--- src/hdl/apsr_pkg.sv ---
// package: register map, field layout and timing constants for the segment amplitude bank
package apsr_pkg;
	// register indices as printed (not multiples of four: byte address = index * 4)
	localparam logic [4:0]  APSR_IDX_SEG3      = 5'h0a;
	localparam logic [4:0]  APSR_IDX_SEG4      = 5'h0b;
	localparam logic [4:0]  APSR_IDX_SEG5      = 5'h0c;
	localparam logic [4:0]  APSR_IDX_SEG6      = 5'h0d;
	localparam logic [4:0]  APSR_IDX_SEG7      = 5'h0e;
	localparam logic [4:0]  APSR_IDX_SEG8      = 5'h0f;
	localparam logic [4:0]  APSR_IDX_CTRL      = 5'h14;
	localparam logic [4:0]  APSR_IDX_STAT      = 5'h15;
	localparam int          APSR_ADDR_LSB      = 2;
	localparam int          APSR_ADDR_W        = 8;
	localparam logic [7:0]  APSR_SEG_RESET     = 8'h00;
	localparam logic [7:0]  APSR_SEG_WMASK     = 8'h7f;
	localparam int          APSR_AMP_W         = 7;
	localparam int          APSR_SIGN_BIT      = 6;
	localparam int          APSR_NSEG          = 8;
	localparam int          APSR_SEG_IDX_W     = 3;
	localparam int          APSR_CTRL_ARB_BIT  = 0;
	localparam logic [31:0] APSR_ZERO32        = 32'h0000_0000;
	// default master-clock period and slot length
	localparam int          APSR_MCLK_NS       = 640;
	localparam int          APSR_PCLK_NS       = 10;
	localparam int          APSR_SLOT_CYC      = (APSR_MCLK_NS / APSR_NSEG) / APSR_PCLK_NS;
	localparam int          APSR_SLOT_W        = 16;
	typedef logic [APSR_AMP_W-1:0] apsr_amp_t;
endpackage : apsr_pkg

--- src/hdl/apsr_regs.sv ---
// segment amplitude register bank with APB slave and segment sequencer
//
// Local design decision: the APB slave port.
`timescale 1ns/10ps
module apsr_regs
	import apsr_pkg::*;
#(
	parameter int SLOT_CYC = APSR_SLOT_CYC
) (
	// clock and reset
	input  wire logic                    pclk,
	input  wire logic                    presetn,
	input  wire logic                    clk_en,
	// apb slave
	input  wire logic                    psel,
	input  wire logic                    penable,
	input  wire logic                    pwrite,
	input  wire logic [APSR_ADDR_W-1:0]  paddr,
	input  wire logic [31:0]             pwdata,
	output logic [31:0]                  prdata,
	output logic                         pready,
	output logic                         pslverr,
	// segments one and two from the neighbouring bank
	input  wire logic [APSR_AMP_W-1:0]   seg_one_amplitude,
	input  wire logic [APSR_AMP_W-1:0]   seg_two_amplitude,
	// line driver
	output logic                         arb_active,
	output logic [APSR_SEG_IDX_W-1:0]    seg_idx,
	output logic [APSR_AMP_W-1:0]        amp_magnitude_r,
	output logic                         amp_negative_r,
	output logic                         period_end
);
	typedef enum logic [2:0] {
		APSR_ST_IDLE = 3'b001,
		APSR_ST_RUN  = 3'b010,
		APSR_ST_STOP = 3'b100
	} apsr_state_t;

	localparam int NREG      = 6;
	localparam int SLOT_SEG5 = int'(APSR_IDX_SEG5 - APSR_IDX_SEG3);
	localparam int SLOT_SEG6 = int'(APSR_IDX_SEG6 - APSR_IDX_SEG3);
	localparam int SLOT_SEG7 = int'(APSR_IDX_SEG7 - APSR_IDX_SEG3);
	localparam int SLOT_SEG8 = int'(APSR_IDX_SEG8 - APSR_IDX_SEG3);

	apsr_state_t           state_r;
	apsr_state_t           state_nxt;
	logic [7:0]            seg_r [NREG];
	logic                  arb_mode_r;
	logic [APSR_AMP_W-1:0] amp_sel;
	logic [4:0]            idx;
	logic                  addr_ok;
	logic                  wr_en;
	logic                  rd_en;
	logic                  run;
	// amplitudes of segments five to eight under their field names
	logic [APSR_AMP_W-1:0] seg_five_amplitude;
	logic [APSR_AMP_W-1:0] seg_six_amplitude;
	logic [APSR_AMP_W-1:0] seg_seven_amplitude;
	logic [APSR_AMP_W-1:0] seg_eight_amplitude;

	// byte address -> printed register index
	function automatic logic [4:0] reg_index(input logic [APSR_ADDR_W-1:0] a);
		reg_index = a[APSR_ADDR_LSB +: 5];
	endfunction : reg_index

	// which known register an index names
	function automatic logic idx_mapped(input logic [4:0] i);
		idx_mapped = (i >= APSR_IDX_SEG3 && i <= APSR_IDX_SEG8) ||
			i == APSR_IDX_CTRL || i == APSR_IDX_STAT;
	endfunction : idx_mapped

	assign idx     = reg_index(paddr);
	assign addr_ok = idx_mapped(idx) && (paddr[APSR_ADDR_LSB-1:0] == '0);
	assign pready  = 1'b1;
	assign pslverr = psel && penable && !addr_ok;
	assign wr_en   = clk_en && psel && penable && pwrite && addr_ok;
	assign rd_en   = psel && !penable && !pwrite;

	// amplitude storage; bit 7 reserved and kept zero
	genvar g;
	generate
		for (g = 0; g < NREG; g++) begin : g_seg
			always_ff @(posedge pclk or negedge presetn) begin
				if (!presetn)
					seg_r[g] <= APSR_SEG_RESET;
				else if (wr_en && idx == APSR_IDX_SEG3 + 5'(g))
					seg_r[g] <= pwdata[7:0] & APSR_SEG_WMASK;
			end
		end
	endgenerate

	assign seg_five_amplitude  = seg_r[SLOT_SEG5][APSR_AMP_W-1:0];
	assign seg_six_amplitude   = seg_r[SLOT_SEG6][APSR_AMP_W-1:0];
	assign seg_seven_amplitude = seg_r[SLOT_SEG7][APSR_AMP_W-1:0];
	assign seg_eight_amplitude = seg_r[SLOT_SEG8][APSR_AMP_W-1:0];

	always_ff @(posedge pclk or negedge presetn) begin
		if (!presetn)
			arb_mode_r <= 1'b0;
		else if (wr_en && idx == APSR_IDX_CTRL)
			arb_mode_r <= pwdata[APSR_CTRL_ARB_BIT];
	end

	// read data captured in setup, stable through access
	always_ff @(posedge pclk or negedge presetn) begin
		if (!presetn) begin
			prdata <= APSR_ZERO32;
		end else if (clk_en && rd_en) begin
			prdata <= APSR_ZERO32;
			if (idx >= APSR_IDX_SEG3 && idx <= APSR_IDX_SEG8)
				prdata[7:0] <= seg_r[3'(idx - APSR_IDX_SEG3)];
			else if (idx == APSR_IDX_CTRL)
				prdata[APSR_CTRL_ARB_BIT] <= arb_mode_r;
			else if (idx == APSR_IDX_STAT)
				prdata[4:0] <= {arb_active, state_r == APSR_ST_RUN, seg_idx};
		end
	end

	// sequencer: starts only in arbitrary mode, stops at the next period boundary after it is left
	always_comb begin
		state_nxt = state_r;
		case (state_r)
			APSR_ST_IDLE: if (arb_mode_r) state_nxt = APSR_ST_RUN;
			APSR_ST_RUN:  if (!arb_mode_r) state_nxt = APSR_ST_STOP;
			APSR_ST_STOP: if (arb_mode_r) state_nxt = APSR_ST_RUN;
				else if (period_end) state_nxt = APSR_ST_IDLE;
			default:      state_nxt = APSR_ST_IDLE;
		endcase
	end

	always_ff @(posedge pclk or negedge presetn) begin
		if (!presetn)
			state_r <= APSR_ST_IDLE;
		else if (clk_en)
			state_r <= state_nxt;
	end

	assign run        = state_r != APSR_ST_IDLE;
	assign arb_active = run;

	apsr_slot_timer #(
		.SLOT_CYC   (SLOT_CYC)
	) u_timer (
		.pclk       (pclk),
		.presetn    (presetn),
		.clk_en     (clk_en),
		.run        (run),
		.seg_idx_r  (seg_idx),
		.period_end (period_end)
	);

	// segment select: 0,1 external; 2..7 from this bank
	always_comb begin
		case (seg_idx)
			3'd0:    amp_sel = seg_one_amplitude;
			3'd1:    amp_sel = seg_two_amplitude;
			3'd4:    amp_sel = seg_five_amplitude;
			3'd5:    amp_sel = seg_six_amplitude;
			3'd6:    amp_sel = seg_seven_amplitude;
			3'd7:    amp_sel = seg_eight_amplitude;
			default: amp_sel = seg_r[3'(seg_idx - 3'd2)][APSR_AMP_W-1:0];
		endcase
	end

	// signed magnitude split; zero drive while the sequencer is idle
	always_ff @(posedge pclk or negedge presetn) begin
		if (!presetn) begin
			amp_magnitude_r <= '0;
			amp_negative_r  <= 1'b0;
		end else if (clk_en) begin
			if (run) begin
				amp_magnitude_r <= {1'b0, amp_sel[APSR_SIGN_BIT-1:0]};
				amp_negative_r  <= amp_sel[APSR_SIGN_BIT];
			end else begin
				amp_magnitude_r <= '0;
				amp_negative_r  <= 1'b0;
			end
		end
	end

	chk_mode_gates_out: assert property (@(posedge pclk) disable iff (!presetn)
		(clk_en && !run) |=> (amp_magnitude_r == '0 && !amp_negative_r))
		else $error("output driven outside arbitrary mode");
	chk_seg5_write: assert property (@(posedge pclk) disable iff (!presetn)
		(wr_en && idx == APSR_IDX_SEG5) |=> (seg_r[2] == ($past(pwdata[7:0]) & APSR_SEG_WMASK)))
		else $error("segment five write lost");
	chk_seg8_write: assert property (@(posedge pclk) disable iff (!presetn)
		(wr_en && idx == APSR_IDX_SEG8) |=> (seg_r[5] == ($past(pwdata[7:0]) & APSR_SEG_WMASK)))
		else $error("segment eight write lost");
	chk_sign_magnitude: assert property (@(posedge pclk) disable iff (!presetn)
		(clk_en && run && seg_idx == 3'd4) |=> (amp_negative_r == $past(seg_r[2][APSR_SIGN_BIT])
			&& amp_magnitude_r[APSR_SIGN_BIT] == 1'b0))
		else $error("sign/magnitude split wrong");
	chk_seg7_select: assert property (@(posedge pclk) disable iff (!presetn)
		(clk_en && run && seg_idx == 3'd6) |=> (amp_magnitude_r[5:0] == $past(seg_r[4][5:0])))
		else $error("segment seven not presented");
	chk_seg6_select: assert property (@(posedge pclk) disable iff (!presetn)
		(clk_en && run && seg_idx == 3'd5) |=> (amp_negative_r == $past(seg_r[3][APSR_SIGN_BIT])))
		else $error("segment six not presented");
	chk_seg3_select: assert property (@(posedge pclk) disable iff (!presetn)
		(clk_en && run && seg_idx == 3'd2) |=> (amp_magnitude_r[5:0] == $past(seg_r[0][5:0])))
		else $error("segment three not presented");
	chk_seg5_select: assert property (@(posedge pclk) disable iff (!presetn)
		(clk_en && run && seg_idx == 3'd4) |=> (amp_magnitude_r[5:0] == $past(seg_five_amplitude[5:0])))
		else $error("segment five not presented");
	chk_seg8_select: assert property (@(posedge pclk) disable iff (!presetn)
		(clk_en && run && seg_idx == 3'd7) |=> (amp_negative_r == $past(seg_eight_amplitude[APSR_SIGN_BIT])
			&& amp_magnitude_r[5:0] == $past(seg_eight_amplitude[5:0])))
		else $error("segment eight not presented");
	chk_idx_wrap: assert property (@(posedge pclk) disable iff (!presetn)
		(clk_en && period_end) |=> (seg_idx == 3'd0))
		else $error("index did not wrap after eighth slot");
	chk_reserved_zero: assert property (@(posedge pclk) disable iff (!presetn)
		(seg_r[0][7] | seg_r[1][7] | seg_r[2][7] | seg_r[3][7] | seg_r[4][7] | seg_r[5][7]) == 1'b0)
		else $error("reserved bit set");

	cov_arb_start: cover property (@(posedge pclk) disable iff (!presetn) state_r == APSR_ST_IDLE ##1 run);
	cov_full_period: cover property (@(posedge pclk) disable iff (!presetn) period_end);
	cov_stop_drain: cover property (@(posedge pclk) disable iff (!presetn) state_r == APSR_ST_STOP);
	cov_bad_addr: cover property (@(posedge pclk) disable iff (!presetn) pslverr);
endmodule : apsr_regs

--- src/hdl/apsr_slot_timer.sv ---
// slot timer: steps the segment index once per eighth of a master-clock period
`timescale 1ns/10ps
module apsr_slot_timer
	import apsr_pkg::*;
#(
	parameter int SLOT_CYC = APSR_SLOT_CYC
) (
	// clock and reset
	input  wire logic                      pclk,
	input  wire logic                      presetn,
	input  wire logic                      clk_en,
	// control
	input  wire logic                      run,
	// status
	output logic [APSR_SEG_IDX_W-1:0]      seg_idx_r,
	output logic                           period_end
);
	localparam logic [APSR_SLOT_W-1:0] SLOT_LAST = APSR_SLOT_W'(SLOT_CYC - 1);

	logic [APSR_SLOT_W-1:0] slot_cnt_r;
	logic                   slot_done;

	assign slot_done  = run && (slot_cnt_r == SLOT_LAST);
	assign period_end = slot_done && (seg_idx_r == APSR_SEG_IDX_W'(APSR_NSEG - 1));

	always_ff @(posedge pclk or negedge presetn) begin
		if (!presetn) begin
			slot_cnt_r <= '0;
		end else if (clk_en) begin
			if (!run || slot_done)
				slot_cnt_r <= '0;
			else
				slot_cnt_r <= slot_cnt_r + 1'b1;
		end
	end

	// eight equal slots fill one period; index wraps 7 -> 0
	always_ff @(posedge pclk or negedge presetn) begin
		if (!presetn) begin
			seg_idx_r <= '0;
		end else if (clk_en) begin
			if (!run)
				seg_idx_r <= '0;
			else if (slot_done)
				seg_idx_r <= seg_idx_r + 1'b1;
		end
	end

	chk_slot_cnt_range: assert property (@(posedge pclk) disable iff (!presetn)
		run |-> (slot_cnt_r <= SLOT_LAST))
		else $error("slot counter out of range");
	chk_idx_holds: assert property (@(posedge pclk) disable iff (!presetn)
		(clk_en && run && !slot_done) |=> (seg_idx_r == $past(seg_idx_r)))
		else $error("segment index stepped inside a slot");
endmodule : apsr_slot_timer

--- config.mk ---
export PLATFORM = sky130hd
export DESIGN_NAME = apsr_regs
export DESIGN_NICKNAME = d
export VERILOG_FILES = /design/src/hdl/apsr_pkg.sv /design/src/hdl/apsr_regs.sv /design/src/hdl/apsr_slot_timer.sv
export SDC_FILE = /design/constraint.sdc
export NUM_CORES = 1
export LEC_CHECK = 0
export BUFFER_PORTS_ARGS = -buffer_cell sky130_fd_sc_hd__buf_2
export CAP_MARGIN = 20
export CORE_MARGIN = 1.5
export CORE_UTILIZATION = 59
export CTS_CLUSTER_SIZE = 8
export DETAILED_ROUTE_END_ITERATION = 10
export PLACE_DENSITY = 0.95
export SYNTH_ARGS = -nofsm -noshare
export SYNTH_HDL_FRONTEND = slang
export SYNTH_SLANG_ARGS = --single-unit
export TNS_END_PERCENT = 30
--- constraint.sdc ---
create_clock -name pclk -period 6.2 [get_ports pclk]
set_clock_uncertainty 0.2 [all_clocks]
set_input_delay 1.24 -clock pclk [delete_from_list [all_inputs] [get_ports pclk]]
set_output_delay 1.24 -clock pclk [all_outputs]
set_load 0.01 [all_outputs]
Yosys cells after proc, flatten, opt, wreduce, memory -nomap -nowiden
Index checks and enable logic that the tools add are counted.
{"block": "totals", "regBits": 81, "inputBits": 60, "output_inout_bits": 47, "wordCells": 98}
{"block": "op_classes", "add_sub_neg": 4, "magnitude_cmp": 4, "n_eq_ne": 22, "n_mux": 22, "bitwise": 2, "n_reduce_logical": 31}
{"op": "binary-select mux 8 bit (select 3 bit)", "count": 2}
{"op": "one-hot mux 7 bit (6 select lines)", "count": 1}
{"op": "equality test 5 x 4 -> 1 bit (second input constant)", "count": 6}
{"op": "2-to-1 mux 3 bit", "count": 7}
{"op": "logical AND 1 bit", "count": 20}
{"op": "adder 16 x 1 -> 16 bit (second input constant)", "count": 1}
{"op": "equality test 16 x 3 -> 1 bit (second input constant)", "count": 1}
{"op": "2-to-1 mux 16 bit", "count": 1}
{"op": "2-to-1 mux 8 bit", "count": 2}
{"op": "equality test 3 bit (second input constant)", "count": 5}
{"op": "2-to-1 mux 7 bit", "count": 2}
{"op": "equality test 5 bit (second input constant)", "count": 2}
{"op": "2-to-1 mux 5 bit", "count": 2}
{"op": "one-hot mux 3 bit (3 select lines)", "count": 1}
{"op": "greater-or-equal comparator 4 bit (second input constant)", "count": 2}
{"op": "inverter 3 -> 4 bit", "count": 2}
{"op": "equality test 3 x 1 -> 1 bit (second input constant)", "count": 2}
{"op": "2-to-1 mux 6 bit", "count": 1}
{"op": "inequality test 2 bit (second input constant)", "count": 3}
{"op": "subtractor 3 x 2 -> 3 bit (second input constant)", "count": 2}
{"op": "greater-or-equal comparator 5 x 4 -> 1 bit (second input constant)", "count": 1}
{"op": "<= comparator 5 x 4 -> 1 bit (second input constant)", "count": 1}
{"op": "zero test 1 bit", "count": 4}
{"op": "2-to-1 mux 4 bit", "count": 1}
{"op": "other kinds (10)", "count": 13}

Longest topological paths before layout
Gate-level depths: netlist (run 1).
{"block": "depth", "ltp_word": 7, "depth_mapped": 9, "mapped_depth_nobuf": 6}

By module
A second synthesis (run 1) with hierarchy kept.
{"block": "unflattened", "cells_unflattened": 428, "area_unflattened_um2": 4638.2}
{"mod": "apsr_regs", "n_inst": 1, "cells_each": 321, "area_per_inst_um2": 3602.2, "seq_area_each_um2": 1502.7}
{"mod": "apsr_slot_timer", "n_inst": 1, "cells_each": 107, "area_per_inst_um2": 1036.0, "seq_area_each_um2": 475.5}

Worst setup path before layout (run 1)
Ideal clock, no wire load.
{"block": "synth_timing", "path_kind": "input to output", "start": "input port paddr[3]", "end": "output port pslverr", "arrival_ns": 2.592, "required_ns": 4.760, "setup_slack_ns": 2.168, "stages": 6, "path_buffers": 1, "path_cell_list": "buf_1 inv_1 ha_1 a221oi_1 o21ai_0 and3_1"}
{"block": "synth_between", "elab_chain_len": 7, "word_cells_on_any_way": 10}
{"element": "start: declaration", "line": "apsr_regs.sv:18", "source": "input wire logic [APSR_ADDR_W-1:0] paddr,"}
{"element": "greater-or-equal comparator 5 x 4 -> 1 bit or <= comparator 5 x 4 -> 1 bit (tied branches)", "line": "apsr_regs.sv:68", "source": "idx_mapped = (i >= APSR_IDX_SEG3 && i <= APSR_IDX_SEG8) ||"}
{"element": "logical AND 1 bit", "line": "apsr_regs.sv:68"}
{"element": "logical OR 1 bit", "line": "apsr_regs.sv:68"}
{"element": "logical OR 1 bit (*)", "line": "apsr_regs.sv:69", "source": "i == APSR_IDX_CTRL || i == APSR_IDX_STAT;"}
{"element": "logical AND 1 bit (*)", "line": "apsr_regs.sv:73", "source": "assign addr_ok = idx_mapped(idx) && (paddr[APSR_ADDR_LSB-1:0] == '0);"}
{"element": "zero test 1 bit (*)", "line": "apsr_regs.sv:75", "source": "assign pslverr = psel && penable && !addr_ok;"}
{"element": "logical AND 1 bit (*)", "line": "apsr_regs.sv:75"}
{"element": "end: declaration", "line": "apsr_regs.sv:22", "source": "output logic pslverr,"}
Mark *: on every way between the ends. The rest lies on a longest branch, timed or not.

Final worst setup path (run 1)
Ends and elaborated chain as after synthesis.

==> results of run 1 <==
area by class of cell:
| cell class | count | area [um2] | share of cell area (%) |
|---|---|---|---|
| multi-input cells | 329 | 2560 | 48.9 |
| flip-flops and latches | 79 | 1980 | 37.8 |
| clock buffers | 11 | 141 | 2.70 |
| repair buffers | 56 | 310 | 5.93 |
| clock inverters | 5 | 56.3 | 1.08 |
| well taps | 102 | 128 | 2.44 |
| inverters | 16 | 60.1 | 1.15 |
cell usage in the layout, fill, tap and decap left out, drive strengths merged, types with 9 or more instances in the layout:
cell type | netlist | layout
ha | 9 | 9
a21oi | 21 | 21
dfrtp | 78 | 78
inv | 16 | 17
o21ai | 15 | 15
buf | 33 | 56
conb | 2 | 27
xnor2 | 10 | 10
nor2 | 20 | 20
nor4 | 9 | 9
nor3 | 10 | 10
mux2i | 14 | 14
nand4 | 11 | 11
nand2 | 17 | 17
a22o | 10 | 10
a22oi | 12 | 12
mux2 | 58 | 58
clkbuf | 18 | 11
power breakdown:
group	switching [W]	internal (W)
sequential	0.00000771	0.000523
combinational	0.0000556	0.0000319
clock	0.000198	0.000197
total	0.000262	0.000752
registers in the layout, indices dropped and copies added, names as in the netlist:
signal / count
amp_magnitude_r: 6
amp_negative_r: 1
arb_mode_r: 1
prdata: 7
seg_eight_amplitude: 7
seg_five_amplitude: 7
seg_r: 28
state_r: 3
u_timer.seg_idx_r: 3
u_timer.slot_cnt_r: 16
per-layer routing:
metal / vias up / track usage [%]
li1: 1714 / -
met1: 1958 / 36.5
met5: - / 0
met2: 292 / 49.2
met3: 47 / 8.37
met4: 0 / 14.9
worst min-delay path by stage:
| stage | from | end |
|---|---|---|
| finish | prdata[6]$_DFFE_PN0P_ | prdata[6]$_DFFE_PN0P_ |
| global route | amp_negative_r$_DFFE_PN0P_ | amp_negative_r$_DFFE_PN0P_ |
| CTS | prdata[6]$_DFFE_PN0P_ | prdata[6]$_DFFE_PN0P_ |
| detailed placement | amp_negative_r$_DFFE_PN0P_ | amp_negative_r$_DFFE_PN0P_ |
| global placement | prdata[6]$_DFFE_PN0P_ | prdata[6]$_DFFE_PN0P_ |
| floorplan | u_timer.slot_cnt_r[0]$_DFFE_PN0P_ | u_timer.slot_cnt_r[0]$_DFFE_PN0P_ |
through the flow:
stage	hold slack (ns)	worst slack, ns	utilization, %
floorplan	0.278	2.17	-
global placement	0.277	1.92	64.0
detailed placement	0.272	1.86	64.0
CTS	0.301	1.87	66.5
global route	0.318	1.71	67.1
finish	0.299	1.84	67.1
worst max-delay path, stage by stage:
cell      delay (ns)
buf_2           0.30
inv_1           0.22
ha_1            0.32
a221oi_1        0.38
o21ai_0         0.11
and3_1          0.21
buf_2           0.13
logic make-up (layout without fill, tap and decap cells):
family | count (synthesis) | count (layout) | synth area share (%)
compound gates | 97 | 97 | 14.1
flops | 79 | 79 | 41.2
xor+xnor | 13 | 13 | 2.37
simple gates | 104 | 104 | 12.6
other cells | 2 | 27 | 0.156
buf+inv | 67 | 88 | 7.45
fa+ha+maj | 9 | 9 | 2.34
mux | 79 | 79 | 19.8
==> metrics.csv, run 1 <==
stage,metric,value,unit
synth,yosysMostFrequentCell,dfrtp_1,
setup_path,crit_path_start,paddr[3],
timing,max_slew_margin,25.4,%
drt,top_signal_layer_used,met4,
setup_path,highest_fanout_seen_on_the_critical_path,15,
placed_design,place_congestion,0.911,
die,initial_utilization,61.5,%
die,top_level_ports,107,
synth,synth.area.top_cells,"dfrtp_1, mux2_2, buf_4, mux4_2, mux2i_1",
global_routing,grt_max_degree,80,
die,die-width,93.2,um
clock_network,clock_pin_slew_on_the_worst_setup_and_hold_paths,0.08,ns
synth,synth_edf_count,0,
synth,post_synth.cell_area_avg,10.7,um2
drt,wl_met2,6.17,mm
setup_path,setup.worst_path.end,pslverr,
synth,synth_seq_area_share,41.2,%
setup_path,critical_path.reg2reg.startpoint,u_timer.seg_idx_r[1]$_DFFE_PN0P_,
setup_path,criticalPathCategory,primary input to output port,
timing,finalWorstPathRequiredPeriod,4.36,ns
layout,post-route-cell-area,0.00524,mm2
placed_design,portBuffers,53,
clock_network,clock_tree_from_tritoncts,done,
layout,final_nets,560,
power_and_ir_drop,power.static_leakage,2.34,nW
layout,n_antenna_cell,0,
timing,number_of_endpoints_with_negative_hold_slack_in_the_final_report,0,
clock_network,post_cts_resize_count,0,
placed_design,dp_hpwl,8.32,mm
setup_path,worst-r2r-setup-slack,3.23,ns
synth,yosys_most_used_dff,dfrtp_1,
drt,first_pass_iters,6,
drt,post-route-drc-count,0,
die,die_h,93.2,um
die,placementRows,32,
min_path,whs_path_depth,2,
clock_network,h_tree_lvls,3,
synth,synthesized_instance_count,450,
power_and_ir_drop,power,0.00101,W
timing,setup_viol,0,
min_path,kind_of_path_behind_the_tightest_hold_check,flip-flop to flip-flop,
placed_design,placement.cell_area,0.00500,mm2
global_routing,globalRoute.totalOverflow,0,
synth,post_synth_top_area_share,40.6,%
drt,vias,4011,
drt,wl_met3,1.31,mm
clock_network,clkLatencyLatePin,0.37,ns
drt,wirelength_met1,4.62,mm
synth,ys_ff_latch,79,
synth,synth.lib_cells_used.distinct,54,
setup_path,critPathArrivalTime,2.92,ns
synth,synth.cell_area,0.00480,mm2
timing,sum_of_negative_setup_slack,0,ns
clock_network,tritoncts.num_buffers,9,
clock_network,cts-hold-fix-buffers,0,
setup_path,critical_path.reg2reg.endpoint,amp_magnitude_r[3]$_DFFE_PN0P_,
setup_path,startpoint_type,primary input,
global_routing,groute.usage.overall,30.1,%
power_and_ir_drop,p_per_area,194,mW/mm2
clock_network,post_cts.repair.setup_buffers,0,
drt,routed_antenna_nets,0,
timing,fmaxAchievable,0.229,GHz
drt,detail_route.vias_per_cell,6.71,
status,status,"finished, final reports clean",
die,die_area,0.00869,mm2
timing,worst-slew-pin-transition,1.12,ns
drt,postRouteWirelength,12.5,mm
drt,drt-wirelength-per-cell,21.0,um
layout,nFillCells,569,
setup_path,worst_setup_path_end_kind,output port,
synth,synth_async_sr_flop_share,100,%
die,floorplan.core_area,0.00781,mm2
layout,layout-area-overhead-vs-synth,8.98,%
layout,post_layout_nonfiller_instances,598,
timing,min_period_over_period,70.3,%
setup_path,cp_data_required_time,4.76,ns
drt,initialDrtViolationCount,399,
job,cap_viol_max_count,0,
global_routing,first_pass_grt_wire_length,20.0,mm
global_routing,antenna_found_initial,0,
synth,netlist.top_cell.by_area,dfrtp_1,
clock_network,clock-root-buffer,clkbuf_8,
setup_path,r2r_cells,6,
placed_design,dp_cells,579,
layout,drive_gt1_share,29.8,%
clock_network,clkSinkCount,79,
synth,synth_warnings,0,
power_and_ir_drop,worst_vdd_ir,0.119,mV
synth,synthTopCellsByCount,"dfrtp_1, mux2_2, buf_4",
clock_network,clk_path_buf_depth,2,
global_routing,via_count_of_the_first_global_routing_pass,3992,
timing,unrepaired_setup_endpoints_after_global_routing,false,
timing,timing.final.max_slew_violations,0,
Note: power is estimated with default switching activity, not from simulation.
==> run 2: changes to the inputs <==
--- a/config.mk
+++ b/config.mk
@@ -8,10 +8,10 @@
 export BUFFER_PORTS_ARGS = -buffer_cell sky130_fd_sc_hd__buf_2
 export CAP_MARGIN = 20
 export CORE_MARGIN = 1.5
-export CORE_UTILIZATION = 59
+export CORE_UTILIZATION = 55
 export CTS_CLUSTER_SIZE = 8
 export DETAILED_ROUTE_END_ITERATION = 10
-export PLACE_DENSITY = 0.95
+export PLACE_DENSITY = 0.92
 export SYNTH_ARGS = -nofsm -noshare
 export SYNTH_HDL_FRONTEND = slang
 export SYNTH_SLANG_ARGS = --single-unit
==> constraint.sdc (replaced) <==
create_clock -name pclk -period 4.55 [get_ports pclk]
set_clock_uncertainty 0.2 [all_clocks]
set_input_delay 0.91 -clock pclk [delete_from_list [all_inputs] [get_ports pclk]]
set_output_delay 0.91 -clock pclk [all_outputs]
set_load 0.01 [all_outputs]
==> metrics.csv, run 2 (same netlist as run 1, synthesis figures left out) <==
stage,metric,value,unit,change
status,status,"finished, final reports clean",,
timing,worst_hold_slack_after_final_layout,0.146,ns,-0.153 ns
drt,detail_route.vias_per_cell,6.59,,-1.8%
setup_path,worst-r2r-setup-slack,1.76,ns,-1.47 ns
layout,post-route-cell-area,0.00529,mm2,+0.93%
power_and_ir_drop,worst_vdd_ir,0.165,mV,+38%
clock_network,clk_path_buf_depth,2,,unchanged
setup_path,critical_path.reg2reg.startpoint,u_timer.seg_idx_r[2]$_DFFE_PN0P_,,
power_and_ir_drop,power.static_leakage,2.36,nW,+0.86%
drt,drt-wirelength-per-cell,20.3,um,-2.9%
timing,unrepaired_setup_endpoints_after_global_routing,false,,
die,die_h,96.5,um,+3.5%
drt,vias,3978,,-0.82%
placed_design,portBuffers,53,,unchanged
layout,drive_gt1_share,30.3,%,+0.42 points
timing,timing.final.max_slew_violations,0,,unchanged
setup_path,timing.critical_path.max_delay_family,buffers and inverters,,
timing,setup_viol,0,,unchanged
clock_network,clkLatencyLatePin,0.36,ns,about the same
layout,top_regs,"seg_r (28), u_timer.slot_cnt_r (16)",,
timing,min_period_over_period,81.6,%,
power_and_ir_drop,p_per_area,271,mW/mm2,+40%
setup_path,highest_fanout_seen_on_the_critical_path,15,,unchanged
timing,max_slew_margin,42.7,%,+17 points
global_routing,groute.usage.overall,27.8,%,-2.3 points
clock_network,h_tree_lvls,3,,unchanged
job,cap_viol_max_count,0,,unchanged
min_path,kind_of_path_behind_the_tightest_hold_check,primary input to asynchronous set/reset pin,,
setup_path,r2r_cells,6,,unchanged
clock_network,post_cts.repair.setup_buffers,0,,unchanged
setup_path,cpMostUsedCell,buf_2,,
timing,sum_of_negative_setup_slack,0,ns,unchanged
drt,post-route-drc-count,0,,unchanged
clock_network,clock_tree_from_tritoncts,done,,
die,die-width,96.5,um,+3.5%
setup_path,path_buf_inv,3,,unchanged
setup_path,critPathArrivalTime,2.60,ns,-0.32 ns
clock_network,clock_pin_slew_on_the_worst_setup_and_hold_paths,0.09,ns,about the same
layout,final_common_cell,dfrtp_1,,
placed_design,dp_hpwl,8.12,mm,-2.3%
die,top_level_ports,107,,unchanged
layout,most-common-layout-cells,"dfrtp_1, mux2_2, buf_2, conb_1, a21oi_1",,
timing,worst-slew-pin-transition,0.855,ns,-0.261 ns
global_routing,via_count_of_the_first_global_routing_pass,3774,,-5.5%
drt,postRouteWirelength,12.3,mm,-1.9%
drt,initialDrtViolationCount,353,,-12%
timing,number_of_endpoints_with_negative_hold_slack_in_the_final_report,0,,unchanged
layout,regMostFlops,seg_r,,
layout,final_nets,563,,+0.54%
clock_network,cts-hold-fix-buffers,0,,unchanged
setup_path,critPathSlowestCell,a221oi_1,,
clock_network,clkSinkCount,79,,unchanged
setup_path,startpoint_type,primary input,,
clock_network,clock-root-buffer,clkbuf_8,,
layout,n_antenna_cell,0,,unchanged
die,floorplan.core_area,0.00834,mm2,+6.8%
die,die_area,0.00931,mm2,+7.0%
setup_path,worst_setup_path_end_kind,output port,,
setup_path,max_stage_delay,0.38,ns,about the same
setup_path,crit_path_cell_trace,"buf_2, inv_1, ha_1, a221oi_1, o21ai_0, and3_1, buf_2",,
setup_path,critical_path.reg2reg.endpoint,amp_magnitude_r[5]$_DFFE_PN0P_,,
clock_network,post_cts_resize_count,0,,unchanged
global_routing,grt_max_degree,80,,unchanged
setup_path,cp_data_required_time,3.44,ns,-1.32 ns
global_routing,first_pass_grt_wire_length,19.4,mm,-2.8%
die,placementRows,33,,+3.1%
power_and_ir_drop,power,0.00143,W,+41%
layout,number_of_flip_flops_under_the_largest_register_name,28,,unchanged
timing,finalWorstPathRequiredPeriod,3.71,ns,
die,initial_utilization,57.6,%,-3.9 points
clock_network,tritoncts.num_buffers,9,,unchanged
setup_path,criticalPathCategory,primary input to output port,,
global_routing,antenna_found_initial,0,,unchanged
drt,first_pass_iters,5,,-1
timing,fmaxAchievable,0.269,GHz,
placed_design,placement.cell_area,0.00504,mm2,+0.83%
global_routing,globalRoute.totalOverflow,0,,unchanged
layout,layout-area-overhead-vs-synth,10.0,%,
drt,routed_antenna_nets,0,,unchanged
placed_design,place_congestion,0.912,,about the same
run 2: cell count changes in the layout (fill, tap and decap cells not counted):
cell,delta
buf_4,+3
clkinv_2,-2
bufinv_16,+1
clkbuf_8,-1
clkinvlp_4,+1
inv_6,+1
run 2: worst register-to-register path, cell delays in order (launching register included):
cell,delay (ns)
dfrtp_1,0.87
inv_1,0.15
ha_1,0.49
nor2b_1,0.55
a22oi_1,0.19
o211ai_1,0.13
a22o_1,0.15
run 2: area by class of cell:
type	count	area (um2)
Clock buffer	10	128
Multi-Input combinational cell	329	2560
Tap cell	105	131
Inverter	16	60.1
Clock inverter	6	92.6
Timing Repair Buffer	59	333
Sequential cell	79	1980
Fill cell	634	3060
run 2: worst max path at each step:
stage	start	to	cells after the start
after detailed placement	paddr[3]	seg_r[17]$_DFFE_PN0P_	6
after floorplan	paddr[3]	pslverr	6
final	paddr[3]	pslverr	7
after global routing	paddr[3]	pslverr	7
after CTS	paddr[3]	pslverr	7
after global placement	paddr[3]	pslverr	7
run 2: metrics by stage:
step	util (%)	worst slack (ns)	std cells
after floorplan	-	1.18	475
after global placement	60.3	0.927	586
after detailed placement	60.4	0.883	587
after CTS	63.0	0.895	603
after global routing	63.4	0.762	604
final	63.4	0.839	604
run 2: per-layer routing:
layer	part of all wire, %	vias up	global-route usage (%)
li1	-	1721	-
met1	39	1990	35.6
met2	49	234	47.8
met3	9.6	33	5.56
met4	1.9	0	7.61
met5	0	-	0
run 2: where the power goes:
part	leakage (nW)	switching [W]	internal, W
Sequential	1.09	0.0000104	0.000713
Clock	0.104	0.000276	0.000313
Combinational	1.16	0.0000764	0.0000438
==> run 3: changes to the inputs <==
==> constraint.sdc (replaced) <==
create_clock -name pclk -period 3.5 [get_ports pclk]
set_clock_uncertainty 0.2 [all_clocks]
set_input_delay 0.7 -clock pclk [delete_from_list [all_inputs] [get_ports pclk]]
set_output_delay 0.7 -clock pclk [all_outputs]
set_load 0.01 [all_outputs]
==> metrics.csv, run 3 (same netlist as run 1, synthesis figures left out) <==
stage,metric,value,unit,change
timing,worst-slew-pin-transition,0.731,ns,-0.125 ns
setup_path,worst_setup_path_end_kind,output port,,
timing,number_of_endpoints_with_negative_hold_slack_in_the_final_report,0,,unchanged
placed_design,portBuffers,53,,unchanged
setup_path,critPathArrivalTime,2.14,ns,-0.46 ns
timing,sum_of_negative_setup_slack,0,ns,unchanged
global_routing,antenna_found_initial,0,,unchanged
layout,most-common-layout-cells,"dfrtp_1, mux2_2, buf_2, conb_1, a21oi_1",,
setup_path,cp_data_required_time,2.60,ns,-0.84 ns
clock_network,post_cts_resize_count,0,,unchanged
drt,detail_route.vias_per_cell,6.57,,-0.30%
status,status,"finished, final reports clean",,
job,cap_viol_max_count,0,,unchanged
placed_design,place_congestion,0.936,,+2.6%
die,die_area,0.00931,mm2,unchanged
drt,postRouteWirelength,12.6,mm,+2.3%
setup_path,startpoint_type,primary input,,
layout,drive_gt1_share,31.0,%,+0.69 points
setup_path,cpMostUsedCell,buf_2,,
timing,setup_viol,0,,unchanged
global_routing,grt_max_degree,80,,unchanged
drt,vias,3999,,+0.53%
setup_path,max_stage_delay,0.38,ns,about the same
layout,layout-area-overhead-vs-synth,11.0,%,
clock_network,clkSinkCount,79,,unchanged
drt,wirelength_met1,4.78,mm,-0.91%
clock_network,clock-root-buffer,clkbuf_8,,
power_and_ir_drop,p_per_area,348,mW/mm2,+28%
placed_design,dp_hpwl,8.50,mm,+4.6%
drt,routed_antenna_nets,0,,unchanged
timing,max_slew_margin,50.9,%,+8.2 points
layout,final_common_cell,dfrtp_1,,
drt,post-route-drc-count,0,,unchanged
clock_network,clock_pin_slew_on_the_worst_setup_and_hold_paths,0.07,ns,-0.02 ns
die,top_level_ports,107,,unchanged
timing,worst_hold_slack_after_final_layout,0.310,ns,+0.164 ns
die,placementRows,33,,unchanged
timing,finalWorstPathRequiredPeriod,3.04,ns,
drt,wl_met3,1.15,mm,-2.8%
setup_path,crit_path_cell_trace,"buf_2, inv_1, ha_1, a221oi_1, o21ai_0, and3_1, buf_2",,
layout,final_nets,569,,+1.1%
timing,fmaxAchievable,0.329,GHz,
power_and_ir_drop,worst_vdd_ir,0.257,mV,+56%
layout,nFillCells,656,,+3.5%
drt,top_signal_layer_used,met4,,
clock_network,h_tree_lvls,3,,unchanged
layout,n_antenna_cell,0,,unchanged
global_routing,first_pass_grt_wire_length,19.7,mm,+1.4%
power_and_ir_drop,power.static_leakage,2.39,nW,+1.5%
die,initial_utilization,57.6,%,unchanged
drt,drt-wirelength-per-cell,20.6,um,+1.5%
layout,top_regs,"seg_r (28), u_timer.slot_cnt_r (16)",,
layout,number_of_flip_flops_under_the_largest_register_name,28,,unchanged
clock_network,clkLatencyLatePin,0.36,ns,about the same
global_routing,globalRoute.totalOverflow,0,,unchanged
die,die-width,96.5,um,unchanged
placed_design,dp_cells,592,,+0.85%
timing,unrepaired_setup_endpoints_after_global_routing,false,,
layout,post_layout_nonfiller_instances,609,,+0.83%
timing,min_period_over_period,86.9,%,
timing,timing.final.max_slew_violations,0,,unchanged
drt,first_pass_iters,7,,+2
drt,initialDrtViolationCount,352,,-0.28%
clock_network,clock_tree_from_tritoncts,done,,
layout,regMostFlops,seg_r,,
die,die_h,96.5,um,unchanged
global_routing,via_count_of_the_first_global_routing_pass,3902,,+3.4%
setup_path,highest_fanout_seen_on_the_critical_path,6,,-9
drt,wl_met2,6.20,mm,+2.4%
clock_network,tritoncts.num_buffers,9,,unchanged
min_path,kind_of_path_behind_the_tightest_hold_check,flip-flop to flip-flop,,
clock_network,clk_path_buf_depth,2,,unchanged
setup_path,criticalPathCategory,primary input to output port,,
setup_path,critPathSlowestCell,a221oi_1,,
die,floorplan.core_area,0.00834,mm2,unchanged
global_routing,groute.usage.overall,28.6,%,+0.82 points
[run 3: cell count changes in the layout (fill, tap and decap cells not counted)]
| cell | change |
|---|---|
| clkbuf_1 | -1 |
| inv_6 | -1 |
| buf_4 | +5 |
| clkinvlp_4 | -1 |
| clkinv_2 | +1 |
| dlygate4sd3_1 | +1 |
| clkbuf_8 | +1 |
[run 3: area by class of cell]
type	count	area [um2]	area share, %
well taps	105	131	2.46
clock buffers	10	138	2.58
flip-flops and latches	79	1980	37.1
clock inverters	5	81.3	1.53
multi-input cells	329	2560	48.1
repair buffers	65	380	7.13
inverters	16	60.1	1.13
[run 3: per-stage QoR]
step                      utilization [%]  worst slack, ns  power [W]  instance area [um2]
after floorplan                         -            0.548    0.00106                 4900
after global placement               60.8            0.515    0.00110                 5070
after detailed placement             60.8            0.465    0.00111                 5070
after CTS                            63.5            0.505    0.00185                 5290
after global routing                 63.9            0.374    0.00191                 5330
final                                63.9            0.457    0.00185                 5330
[run 3: routing by layer]
layer | up-vias | track usage [%]
met2 | 254 | 47.6
met5 | - | 0
met1 | 1958 | 35.4
met3 | 54 | 6.65
met4 | 0 | 12.6
li1 | 1733 | -
[run 3: what timing repair did]
action | CTS | global route
endpoints found under the hold margin | 0 | 6
hold buffers | 0 | 1
buffers inserted | 0 | 0
[run 3: power by group]
part	total, W	switching (W)	internal (W)	leakage [nW]
sequential	0.000939	0.0000127	0.000927	1.09
clock	0.000754	0.000336	0.000418	0.109
combinational	0.000161	0.000101	0.0000591	1.19
total	0.00185	0.000450	0.00140	2.39
[run 3: path summary, 6_finish.rpt]
path | startpoint | endpoint | slack, ns | cells after the start
worst max-delay path | paddr[3] | pslverr | 0.46 | 7
worst min-delay path | prdata[5]$_DFFE_PN0P_ | prdata[5]$_DFFE_PN0P_ | 0.31 | 2
worst max register to register | u_timer.seg_idx_r[2]$_DFFE_PN0P_ | amp_magnitude_r[4]$_DFFE_PN0P_ | 0.90 | 7
worst min register to register | prdata[5]$_DFFE_PN0P_ | prdata[5]$_DFFE_PN0P_ | 0.31 | 2
max in group asynchronous | presetn | prdata[0]$_DFFE_PN0P_ | 2.03 | 3
min in group asynchronous | presetn | u_timer.slot_cnt_r[0]$_DFFE_PN0P_ | 0.50 | 2
[run 3: worst max-delay path, delay by kind of cell]
family          cells  cell delay, ns
compound gates      2            0.50
buf+inv             3            0.42
fa+ha+maj           1            0.32
simple gates        1            0.18
